File: src/xmem_defines.vh
// Constants for the external program memory bus controller.
`ifndef XMEM_DEFINES_VH
`define XMEM_DEFINES_VH

`define MC_CLOCKS          4
`define INT_ROM_BYTES      32768
`define FETCH_MCYCLES      2
`define XDM_MIN_MCYCLES    2
`define XDM_MAX_MCYCLES    9
`define RST_HOLD_MCYCLES   2
`define RST_HOLD_CLOCKS    (`RST_HOLD_MCYCLES * `MC_CLOCKS)
`define ADDR_HOLD_CLOCKS   2
`define STROBE_TAIL_CLOCKS 2

`endif

File: src/pin_sync.v
// Two-stage synchroniser for pins entering the mclk domain.
`timescale 1ns/1ps
module pin_sync #(
    parameter             WIDTH     = 1,
    parameter [WIDTH-1:0] RESET_VAL = {WIDTH{1'b0}}
) (
    // Clock and reset
    input  wire             mclk,
    input  wire             arst_n,
    // Pin side
    input  wire [WIDTH-1:0] pin,
    // Synchronised side
    output reg  [WIDTH-1:0] q
);
    reg [WIDTH-1:0] meta;

    always @(posedge mclk or negedge arst_n) begin
        if (!arst_n) begin
            meta <= RESET_VAL;
            q    <= RESET_VAL;
        end else begin
            meta <= pin;
            q    <= meta;
        end
    end
endmodule

File: src/program_memory_bus.v
// External program and data memory bus sequencer with machine-cycle timing and reset-pin qualifier.
`timescale 1ns/1ps
`include "xmem_defines.vh"
module program_memory_bus #(
    parameter CNT_W = 6
) (
    // Clock and reset
    input  wire        mclk,
    input  wire        arst_n,
    // Device pins
    input  wire        external_fetch_select,
    input  wire        reset_pin,
    input  wire [7:0]  p0_in,
    output reg  [7:0]  p0_out,
    output reg         p0_oe,
    output reg  [7:0]  p2_out,
    output reg         p2_oe,
    output reg         ale,
    output reg         program_fetch_strobe_n,
    output reg         wr_strobe_n,
    output reg         rd_strobe_n,
    // Core fetch port (instruction fetch or code_table_read)
    input  wire        fetch_req,
    input  wire [15:0] fetch_addr,
    input  wire        fetch_is_table,
    output wire        fetch_ready,
    // Core external_data_move port
    input  wire        xdm_req,
    input  wire        xdm_write,
    input  wire [15:0] xdm_addr,
    input  wire [7:0]  xdm_wdata,
    input  wire [2:0]  xdm_stretch,
    output wire        xdm_ready,
    // Internal ROM port
    output reg  [14:0] int_rom_addr,
    output reg         int_rom_rd,
    input  wire [7:0]  int_rom_data,
    // Results and status
    output reg         done,
    output reg  [7:0]  rd_data,
    output reg         done_was_fetch,
    output reg         device_reset,
    output reg  [1:0]  mcycle_phase,
    output reg         ext_cycle
);
    localparam [2:0] ST_IDLE = 3'h0;
    localparam [2:0] ST_INT  = 3'h1;
    localparam [2:0] ST_EXT  = 3'h2;

    localparam integer     LAST_PHASE_I = `MC_CLOCKS - 1;
    localparam integer     INT_LAST_I   = `MC_CLOCKS - 2;
    localparam integer     FETCH_LAST_I = `FETCH_MCYCLES * `MC_CLOCKS - 1;
    localparam integer     ADDR_END_I   = `ADDR_HOLD_CLOCKS;
    localparam integer     TAIL_I       = `STROBE_TAIL_CLOCKS;
    localparam integer     RST_CLOCKS_I = `RST_HOLD_CLOCKS;
    localparam integer     XDM_BASE_I   = `XDM_MIN_MCYCLES * `MC_CLOCKS - 1;
    localparam integer     ROM_LIMIT_I  = `INT_ROM_BYTES;

    localparam [1:0]       LAST_PHASE  = LAST_PHASE_I[1:0];
    localparam [CNT_W-1:0] INT_LAST    = INT_LAST_I[CNT_W-1:0];
    localparam [CNT_W-1:0] FETCH_LAST  = FETCH_LAST_I[CNT_W-1:0];
    localparam [CNT_W-1:0] ADDR_END    = ADDR_END_I[CNT_W-1:0];
    localparam [CNT_W-1:0] TAIL        = TAIL_I[CNT_W-1:0];
    localparam [CNT_W-1:0] RST_CLOCKS  = RST_CLOCKS_I[CNT_W-1:0];
    localparam [CNT_W-1:0] XDM_BASE    = XDM_BASE_I[CNT_W-1:0];
    localparam [15:0]      ROM_LIMIT   = ROM_LIMIT_I[15:0];

    wire       ea_q;
    wire       rst_q;
    wire [7:0] p0_q;

    pin_sync #(.WIDTH(1), .RESET_VAL(1'b1)) u_sync_ea (
        .mclk   (mclk),
        .arst_n (arst_n),
        .pin    (external_fetch_select),
        .q      (ea_q)
    );
    pin_sync #(.WIDTH(1), .RESET_VAL(1'b0)) u_sync_rst (
        .mclk   (mclk),
        .arst_n (arst_n),
        .pin    (reset_pin),
        .q      (rst_q)
    );
    pin_sync #(.WIDTH(8), .RESET_VAL(8'h00)) u_sync_p0 (
        .mclk   (mclk),
        .arst_n (arst_n),
        .pin    (p0_in),
        .q      (p0_q)
    );

    // ------------------------------------------------------------------
    // Reset pin qualifier
    // ------------------------------------------------------------------
    // A short glitch on the pin must not reset the device, so the level
    // has to be seen for a full hold window before it takes effect.
    reg [CNT_W-1:0] rst_cnt;

    always @(posedge mclk or negedge arst_n) begin
        if (!arst_n) begin
            rst_cnt      <= {CNT_W{1'b0}};
            device_reset <= 1'b0;
        end else if (!rst_q) begin
            rst_cnt      <= {CNT_W{1'b0}};
            device_reset <= 1'b0;
        end else if (rst_cnt < RST_CLOCKS - 1'b1) begin
            rst_cnt      <= rst_cnt + 1'b1;
        end else begin
            device_reset <= 1'b1;
        end
    end

    // ------------------------------------------------------------------
    // Machine cycle phase
    // ------------------------------------------------------------------
    always @(posedge mclk or negedge arst_n) begin
        if (!arst_n) begin
            mcycle_phase <= 2'h0;
        end else if (device_reset) begin
            mcycle_phase <= 2'h0;
        end else if (mcycle_phase == LAST_PHASE) begin
            mcycle_phase <= 2'h0;
        end else begin
            mcycle_phase <= mcycle_phase + 2'h1;
        end
    end

    // ------------------------------------------------------------------
    // Access sequencer
    // ------------------------------------------------------------------
    reg  [2:0]       state;
    reg  [CNT_W-1:0] cnt;
    reg  [CNT_W-1:0] last;
    reg  [1:0]       kind;
    reg  [7:0]       wdata;

    localparam [1:0] K_FETCH = 2'h0;
    localparam [1:0] K_READ  = 2'h1;
    localparam [1:0] K_WRITE = 2'h2;

    // Requests start only on a machine-cycle boundary; data moves win.
    wire slot_free = (state == ST_IDLE) && !device_reset && (mcycle_phase == 2'h0);
    assign xdm_ready   = slot_free;
    assign fetch_ready = slot_free && !xdm_req;

    wire fetch_ext = !ea_q || (fetch_addr >= ROM_LIMIT);
    wire [CNT_W-1:0] xdm_last = XDM_BASE + {{(CNT_W-5){1'b0}}, xdm_stretch, 2'b00};

    always @(posedge mclk or negedge arst_n) begin
        if (!arst_n) begin
            state                  <= ST_IDLE;
            cnt                    <= {CNT_W{1'b0}};
            last                   <= {CNT_W{1'b0}};
            kind                   <= K_FETCH;
            wdata                  <= 8'h00;
            p0_out                 <= 8'h00;
            p0_oe                  <= 1'b0;
            p2_out                 <= 8'h00;
            p2_oe                  <= 1'b0;
            ale                    <= 1'b0;
            program_fetch_strobe_n <= 1'b1;
            wr_strobe_n            <= 1'b1;
            rd_strobe_n            <= 1'b1;
            int_rom_addr           <= 15'h0000;
            int_rom_rd             <= 1'b0;
            done                   <= 1'b0;
            rd_data                <= 8'h00;
            done_was_fetch         <= 1'b0;
            ext_cycle              <= 1'b0;
        end else begin
            done       <= 1'b0;
            int_rom_rd <= 1'b0;
            case (state)
                ST_IDLE: begin
                    ale                    <= 1'b0;
                    p0_oe                  <= 1'b0;
                    p2_oe                  <= 1'b0;
                    program_fetch_strobe_n <= 1'b1;
                    wr_strobe_n            <= 1'b1;
                    rd_strobe_n            <= 1'b1;
                    cnt                    <= {CNT_W{1'b0}};
                    if (xdm_ready && xdm_req) begin
                        state     <= ST_EXT;
                        kind      <= xdm_write ? K_WRITE : K_READ;
                        last      <= xdm_last;
                        wdata     <= xdm_wdata;
                        ext_cycle <= 1'b1;
                        ale       <= 1'b1;
                        p0_out    <= xdm_addr[7:0];
                        p0_oe     <= 1'b1;
                        p2_out    <= xdm_addr[15:8];
                        p2_oe     <= 1'b1;
                    end else if (fetch_ready && fetch_req && fetch_ext) begin
                        state     <= ST_EXT;
                        kind      <= K_FETCH;
                        last      <= FETCH_LAST;
                        ext_cycle <= 1'b1;
                        ale       <= 1'b1;
                        p0_out    <= fetch_addr[7:0];
                        p0_oe     <= 1'b1;
                        p2_out    <= fetch_addr[15:8];
                        p2_oe     <= 1'b1;
                    end else if (fetch_ready && fetch_req) begin
                        state        <= ST_INT;
                        ext_cycle    <= 1'b0;
                        int_rom_addr <= fetch_addr[14:0];
                        int_rom_rd   <= 1'b1;
                    end
                end
                ST_INT: begin
                    // Internal reads keep every pin quiet, strobe included.
                    program_fetch_strobe_n <= 1'b1;
                    cnt <= cnt + 1'b1;
                    if (cnt == INT_LAST) begin
                        state          <= ST_IDLE;
                        done           <= 1'b1;
                        rd_data        <= int_rom_data;
                        done_was_fetch <= 1'b1;
                    end
                end
                ST_EXT: begin
                    cnt <= cnt + 1'b1;
                    ale <= 1'b0;
                    if (cnt + 1'b1 >= ADDR_END) begin
                        // Address phase over: port turns round to data.
                        p0_oe  <= (kind == K_WRITE);
                        p0_out <= (kind == K_WRITE) ? wdata : 8'h00;
                    end
                    program_fetch_strobe_n <= !((kind == K_FETCH) && strobe_next(cnt));
                    rd_strobe_n            <= !((kind == K_READ) && strobe_next(cnt));
                    wr_strobe_n            <= !((kind == K_WRITE) && strobe_next(cnt));
                    // Pin data passes two flops, so the byte taken at the strobe's trailing
                    // edge was on the pins two clocks earlier, inside the window.
                    if (kind != K_WRITE && cnt == last - TAIL) begin
                        rd_data <= p0_q;
                    end
                    if (cnt == last) begin
                        state                  <= ST_IDLE;
                        done                   <= 1'b1;
                        done_was_fetch         <= (kind == K_FETCH);
                        p0_oe                  <= 1'b0;
                        p2_oe                  <= 1'b0;
                        program_fetch_strobe_n <= 1'b1;
                        rd_strobe_n            <= 1'b1;
                        wr_strobe_n            <= 1'b1;
                    end
                end
                default: begin
                    state <= ST_IDLE;
                end
            endcase
            if (device_reset) begin
                state                  <= ST_IDLE;
                done                   <= 1'b0;
                ale                    <= 1'b0;
                p0_oe                  <= 1'b0;
                p2_oe                  <= 1'b0;
                program_fetch_strobe_n <= 1'b1;
                rd_strobe_n            <= 1'b1;
                wr_strobe_n            <= 1'b1;
            end
        end
    end

    // True when the clock after count c lies inside the strobe window.
    function strobe_next;
        input [CNT_W-1:0] c;
        begin
            strobe_next = (c + 1'b1 >= ADDR_END) && (c + 1'b1 <= last - TAIL);
        end
    endfunction
endmodule

File: config.mk
export PLATFORM = sky130hd
export DESIGN_NAME = program_memory_bus
export DESIGN_NICKNAME = d
export VERILOG_FILES = /design/src/pin_sync.v /design/src/program_memory_bus.v
export VERILOG_INCLUDE_DIRS = /design/src /design/src/src
export SDC_FILE = /design/constraint.sdc
export NUM_CORES = 1
export LEC_CHECK = 0
export ABC_AREA = 1
export BUFFER_PORTS_ARGS = -buffer_cell sky130_fd_sc_hd__buf_2
export CAP_MARGIN = 40
export CORE_MARGIN = 2
export CORE_UTILIZATION = 35
export CTS_CLUSTER_DIAMETER = 100
export CTS_CLUSTER_SIZE = 14
export DETAILED_ROUTE_END_ITERATION = 10
export HOLD_SLACK_MARGIN = 0.03
export PLACE_DENSITY = 0.54
export SYNTH_ARGS = -nofsm -noshare
export SYNTH_HDL_FRONTEND = slang
export SYNTH_SLANG_ARGS = --single-unit
File: constraint.sdc
create_clock -name mclk -period 2.28 [get_ports mclk]
set_input_delay 0.342 -clock mclk [delete_from_list [all_inputs] [get_ports mclk]]
set_output_delay 0.342 -clock mclk [all_outputs]
set_load 0.01 [all_outputs]
After elaboration in Yosys (flattened, before gate mapping). Cells that the tools add are included.

Flip-flop bits (word level): 103. Bits in latches: 0. Memory bits (writable): 0. ROM bits: 0. Bits of input ports: 67. Logic and storage cells: 162. Memories kept: 0.

Add/sub/neg operators: 5. Multipliers: 0. Div/mod/pow operators: 0. Magnitude comparators: 4. Eq/ne operators: 20. Shift-type cells: 0. Muxes and demuxes: 63. Bitwise operators: 2. Reduce and logical (&&, ||, !) cells: 40.

Operator list (number): $mux 8 (8); $pmux 8 s2 (2); $mux 1 (28); $mux 6 (4); $mux 3 (6); $ge 16x16->1 const B (1); $pmux 1 s2 (8); $ne 2x2->1 const B (7); $add 6x1->6 const B (2); $eq 6x6->1 (2); $pmux 6 s2 (1); $reduce_and 3->1 (4); $logic_and 1x1->1 (11); $mux 2 (5); $reduce_and 2->1 (5); $pmux 3 s3 (1); $reduce_bool 3->1 (3); $reduce_bool 2->1 (4); $add 3x5->6 const A (1); $eq 6x2->1 const B (1); $ge 6x2->1 const B (1); $le 6x6->1 (1); $logic_not 1->1 (6); $lt 6x3->1 const B (1); other kinds (16) (21).

Longest topological paths before layout.
Depth after elaboration: 10. Gate-level depth with buffers: 14. Depth with buffers taken out: 14.

Modules after synthesis. From an unflattened synthesis, not the netlist that was laid out.

Cell total of the unflattened synthesis: 519. Area, all modules: 4834.6 um2.

By module, submodules not included: program_memory_bus (times used 1, cells an instance 499, area each 4331.7 um2, seq. area each 2030.7 um2); pin_sync at u_sync_p0 (times used 1, cells an instance 16, area each 400.4 um2, seq. area each 400.4 um2); pin_sync at u_sync_ea (times used 1, cells an instance 2, area each 52.6 um2, seq. area each 52.6 um2); pin_sync at u_sync_rst (times used 1, cells an instance 2, area each 50.0 um2, seq. area each 50.0 um2).

Worst setup path after synthesis. OpenSTA, ideal clock, no wires.

Path type: register -> register. Start point: register last[1]. End point: register program_fetch_strobe_n. Library setup time: 0.072 ns. Arrival: 1.764 ns. Required time: 2.208 ns. Setup slack: 0.443 ns. Stages on the path, launching flop included: 13. Period minus slack after synthesis: 1.837 ns. Path through: dfrtp_1 inv_1 ha_1 nand3_2 xor2_2 ha_1 nand3_1 nor2_1 nand3_1 nand2_1 nand3_1 nand2_1 inv_1.

Longest elaborated chain between the ends: 8. Elaborated cells on any way between the ends: 9. Those cells by class: add/sub (1); order compare (1); eq/ne (1); mux (3); reduce/logical (3).

RTL lines: from (decl) (RTL line program_memory_bus.v:132) `reg [CNT_W-1:0] last;`; from (signal assigned) (RTL line program_memory_bus.v:152) `last <= {CNT_W{1'b0}};`; from (signal assigned) (RTL line program_memory_bus.v:184) `last <= xdm_last;`; $sub 6x2->6 (RTL line program_memory_bus.v:268) `strobe_next = (c + 1'b1 >= ADDR_END) && (c + 1'b1 <= last - TAIL);`; $le 6x6->1 (RTL line program_memory_bus.v:268); $logic_and 1x1->1 (RTL line program_memory_bus.v:268); $logic_and 1x1->1 (RTL line program_memory_bus.v:228) `program_fetch_strobe_n <= !((kind == K_FETCH) && strobe_next(cnt));`; $logic_not 1->1 (RTL line program_memory_bus.v:228); $mux 1 * (RTL line program_memory_bus.v:236) `if (cnt == last) begin`; $pmux 1 s2 * (RTL line program_memory_bus.v:172) `case (state)`; $mux 1 * (RTL line program_memory_bus.v:251) `if (device_reset) begin`; to (signal assigned) (RTL line program_memory_bus.v:228); to (decl) (RTL line program_memory_bus.v:19) `output reg program_fetch_strobe_n,`.

Every way passes the cells marked *; elsewhere a longest branch is shown, timed or not. A chain may end at the register's enable or synchronous reset.

Worst setup path in the final report.
Start point: register cnt[0]. End point: register rd_data[4].

Longest elaborated chain between the ends: 4. Elaborated cells on any way between the ends: 6. Those cells by class: eq/ne (4); reduce/logical (2).

RTL lines: from (decl) (RTL line program_memory_bus.v:131) `reg [CNT_W-1:0] cnt;`; from (signal assigned) (RTL line program_memory_bus.v:151) `cnt <= {CNT_W{1'b0}};`; from (signal assigned) (RTL line program_memory_bus.v:180) `cnt <= {CNT_W{1'b0}};`; from (signal assigned) (RTL line program_memory_bus.v:212) `cnt <= cnt + 1'b1;`; $eq 6x6->1 (RTL line program_memory_bus.v:233) `if (kind != K_WRITE && cnt == last - TAIL) begin`; $logic_and 1x1->1 (RTL line program_memory_bus.v:233); $ne 2x2->1 (no line); $reduce_and 3->1 (no line) *; to (signal assigned) (RTL line program_memory_bus.v:216) `rd_data <= int_rom_data;`; to (signal assigned) (RTL line program_memory_bus.v:234) `rd_data <= p0_q;`; to (decl) (RTL line program_memory_bus.v:40) `output reg [7:0] rd_data,`.

Marked as above.

==> results_dict.tcl <==
set metrics [dict create \
    sw_frac_of_total 0.363 \
    post_dp_cell_area_um2 5560 \
    finalCritPeriodShare 0.904 \
    ys_warn_count 0 \
    ys_seq_area_frac 0.534 \
    dr.first_iter.drc_count 112 \
    drc 0 \
    num_rows 42 \
    grt_overflow 0 \
    hold_class "in -> reg" \
    yosysTopAreaCellShare 0.506 \
    nets 756 \
    clock.fmax_ghz 0.485 \
    wire_per_inst_um 13.2 \
    grt_max_degree 51 \
    synthesis.nets 630 \
    die_y_um 120 \
    vias 3902 \
    syn_avg_cell_area_um2 8.67 \
    async_flop_share 1.00 \
    drt-pass1-iter-count 4 \
    cts_resized 0 \
    endpoint_kind "flip-flop" \
    port_buffers 119 \
    ys_ff_latch 101 \
    grtUsageTotal 0.172 \
    ys.flop_type "dfrtp_1" \
    cts_buffer_depth 2 \
    layout_common_cells "nand2_1, buf_2, dfrtp_1" \
    setup_tns_ps 0 \
    cp.required_ps 2510 \
    p_leak_nw 3.18 \
    synth.cell_area_um2 4740 \
    cts_buffers 9 \
    rsz0062_at_grt "no" \
    cts_setup_buffers 0 \
    path_clk_slew_ps 70 \
    multi_input_area_um2 1860 \
    dp_slack_ps 246 \
    grt_first_pass_wirelength_um 19500 \
    p_sw_mw 2.43 \
    place_congestion 0.848 \
    wl_met3_um 329 \
    fp.dieW_um 120 \
    yosysTopAreaCell "dfrtp_1" \
    hold_violations 0 \
    routed.top_layer "met4" \
    h-tree-depth 3 \
    total_power_mw 6.70 \
    grt_pass1_vias 4133 \
    pwr-share-seq 0.399 \
    avgViaCountPerCell 4.57 \
    skew_ps 7.10 \
    synthCells 547 \
    drt-total-wl_um 11300 \
    maxCapViolCount 0 \
    final_common_cell "nand2_1" \
    area.growth.synth_to_final_pct 24.1 \
    fillers 1386 \
    setup_violations 0 \
    intPower_mw 4.26 \
    arrival_ps 2300 \
    yosys-top-cells-area "dfrtp_1, nand2_1, inv_1" \
    ioPinCount 121 \
    worstSkewPairLatency_ps 350 \
    cp_max_fo 9 \
    status "finished, final reports clean" \
    core_area_um2 13200 \
    maxSlewHeadroom 0.687 \
    power.density_nw_per_um2 1140 \
    setup_ws_ps 218 \
    die_area_um2 14500 \
    seqCellArea_um2 2530 \
    peakVddDrop_mv 0.432 \
    cts-root-buf "clkbuf_16" \
    drive_gt1_frac 0.263 \
    min_period_ps 2060 \
    clockPowerShare 0.245 \
    dpl.hpwl_um 8510 \
    wl_met1_um 4980 \
    startpoint_type "flip-flop" \
    path_class "reg -> reg" \
    ant_nets 0 \
    n_antenna_cell 0 \
    design_area_um2 5890 \
    antenna_found_initial 0 \
    initial_core_util 0.358 \
    clock-sinks 101 \
    worst_pin_slew_ps 469 \
    synth_edf_count 0 \
    pwr-share-comb 0.356 \
    wl_met2_um 5730 \
    cts_tree "yes" \
    slew_violations 0 \
    synth.distinct_cells 39 \
]
## worst max-delay path: stages (launching register included)
cell and delay [ps]:
dfrtp_1 470, ha_1 380, nor3_1 260, nand3_1 140, nor3_2 140, nand3_2 140
o21ai_4 160, nand2_4 130, nand2_1 80, nand2_1 50
## power groups by stage
stage	Combinational, mW	Sequential [mW]	Clock, mW
2_1_floorplan	1.37	2.84	0
3_3_place_gp	2.38	2.69	0
3_5_place_dp	2.43	2.70	0
4_1_cts	2.43	2.67	1.70
5_1_grt	2.73	2.74	1.77
6_report	2.38	2.67	1.64
## state kept, by name (all words and copies together), names as in the netlist, 6 cells and up
| register | count |
|---|---|
| int_rom_addr | 15 |
| p0_out | 8 |
| p2_out | 8 |
| rd_data | 8 |
| u_sync_p0.meta | 8 |
| u_sync_p0.q | 8 |
| wdata | 8 |
| cnt | 6 |
| rst_cnt | 6 |
## final timing paths
path | start | to | slack [ps] | depth (start not counted)
min in group asynchronous | arst_n | int_rom_addr[0]$_DFFE_PN0P_ | 480 | 2
max reg2reg | cnt[0]$_DFFE_PN0P_ | rd_data[4]$_DFFE_PN0P_ | 220 | 9
max in group asynchronous | arst_n | rd_strobe_n$_DFFE_PN1P_ | 1100 | 3
min | external_fetch_select | u_sync_ea.meta$_DFF_PN1_ | 90 | 1
min reg2reg | u_sync_p0.meta[2]$_DFF_PN0_ | u_sync_p0.q[2]$_DFF_PN0_ | 350 | 0
max | cnt[0]$_DFFE_PN0P_ | rd_data[4]$_DFFE_PN0P_ | 220 | 9
## synthesized netlist by cell type, types with 7 or more instances
cell	number
a21oi_1	7
nand2_1	174
inv_1	54
dfrtp_1	96
ha_1	16
o22ai_1	10
nand3_1	27
inv_2	7
buf_2	8
o21ai_1	11
nor2_1	37
o21ai_0	33
a31oi_1	8
## cell type report
class,instances,share of cell area
tap,176,0.0374
clock buffer,12,0.0419
inverter,62,0.0400
timing repair buffer,133,0.122
clock inverter,3,0.0117
sequential,101,0.430
multi-input combinational,366,0.317
## cell families after synthesis
group           synth area share
simple gates               0.242
flops                      0.534
buf+inv                   0.0731
compound gates            0.0894
fa+ha+maj                 0.0422
xor+xnor                  0.0198
## metrics by stage
step                      utilization  cells  hold slack (ps)
after floorplan                     -    547             46.4
after global placement          0.420    837              329
after detailed placement        0.420    837              334
after CTS                       0.445    853             73.9
after global routing            0.445    853             74.6
final                           0.445    853             89.8
## routing by layer
layer,vias up,global-route usage
met5,-,0
li1,1993,-
met4,0,0.0647
met1,1840,0.210
met2,53,0.296
met3,16,0.0373
## timing repair
| action | 4_1_cts | 5_1_grt |
|---|---|---|
| endpoints found under the hold margin | 33 | 0 |
| setup endpoints to repair | 0 | 0 |
| hold buffers | 1 | 0 |
Power figures use the tool's default switching activity.
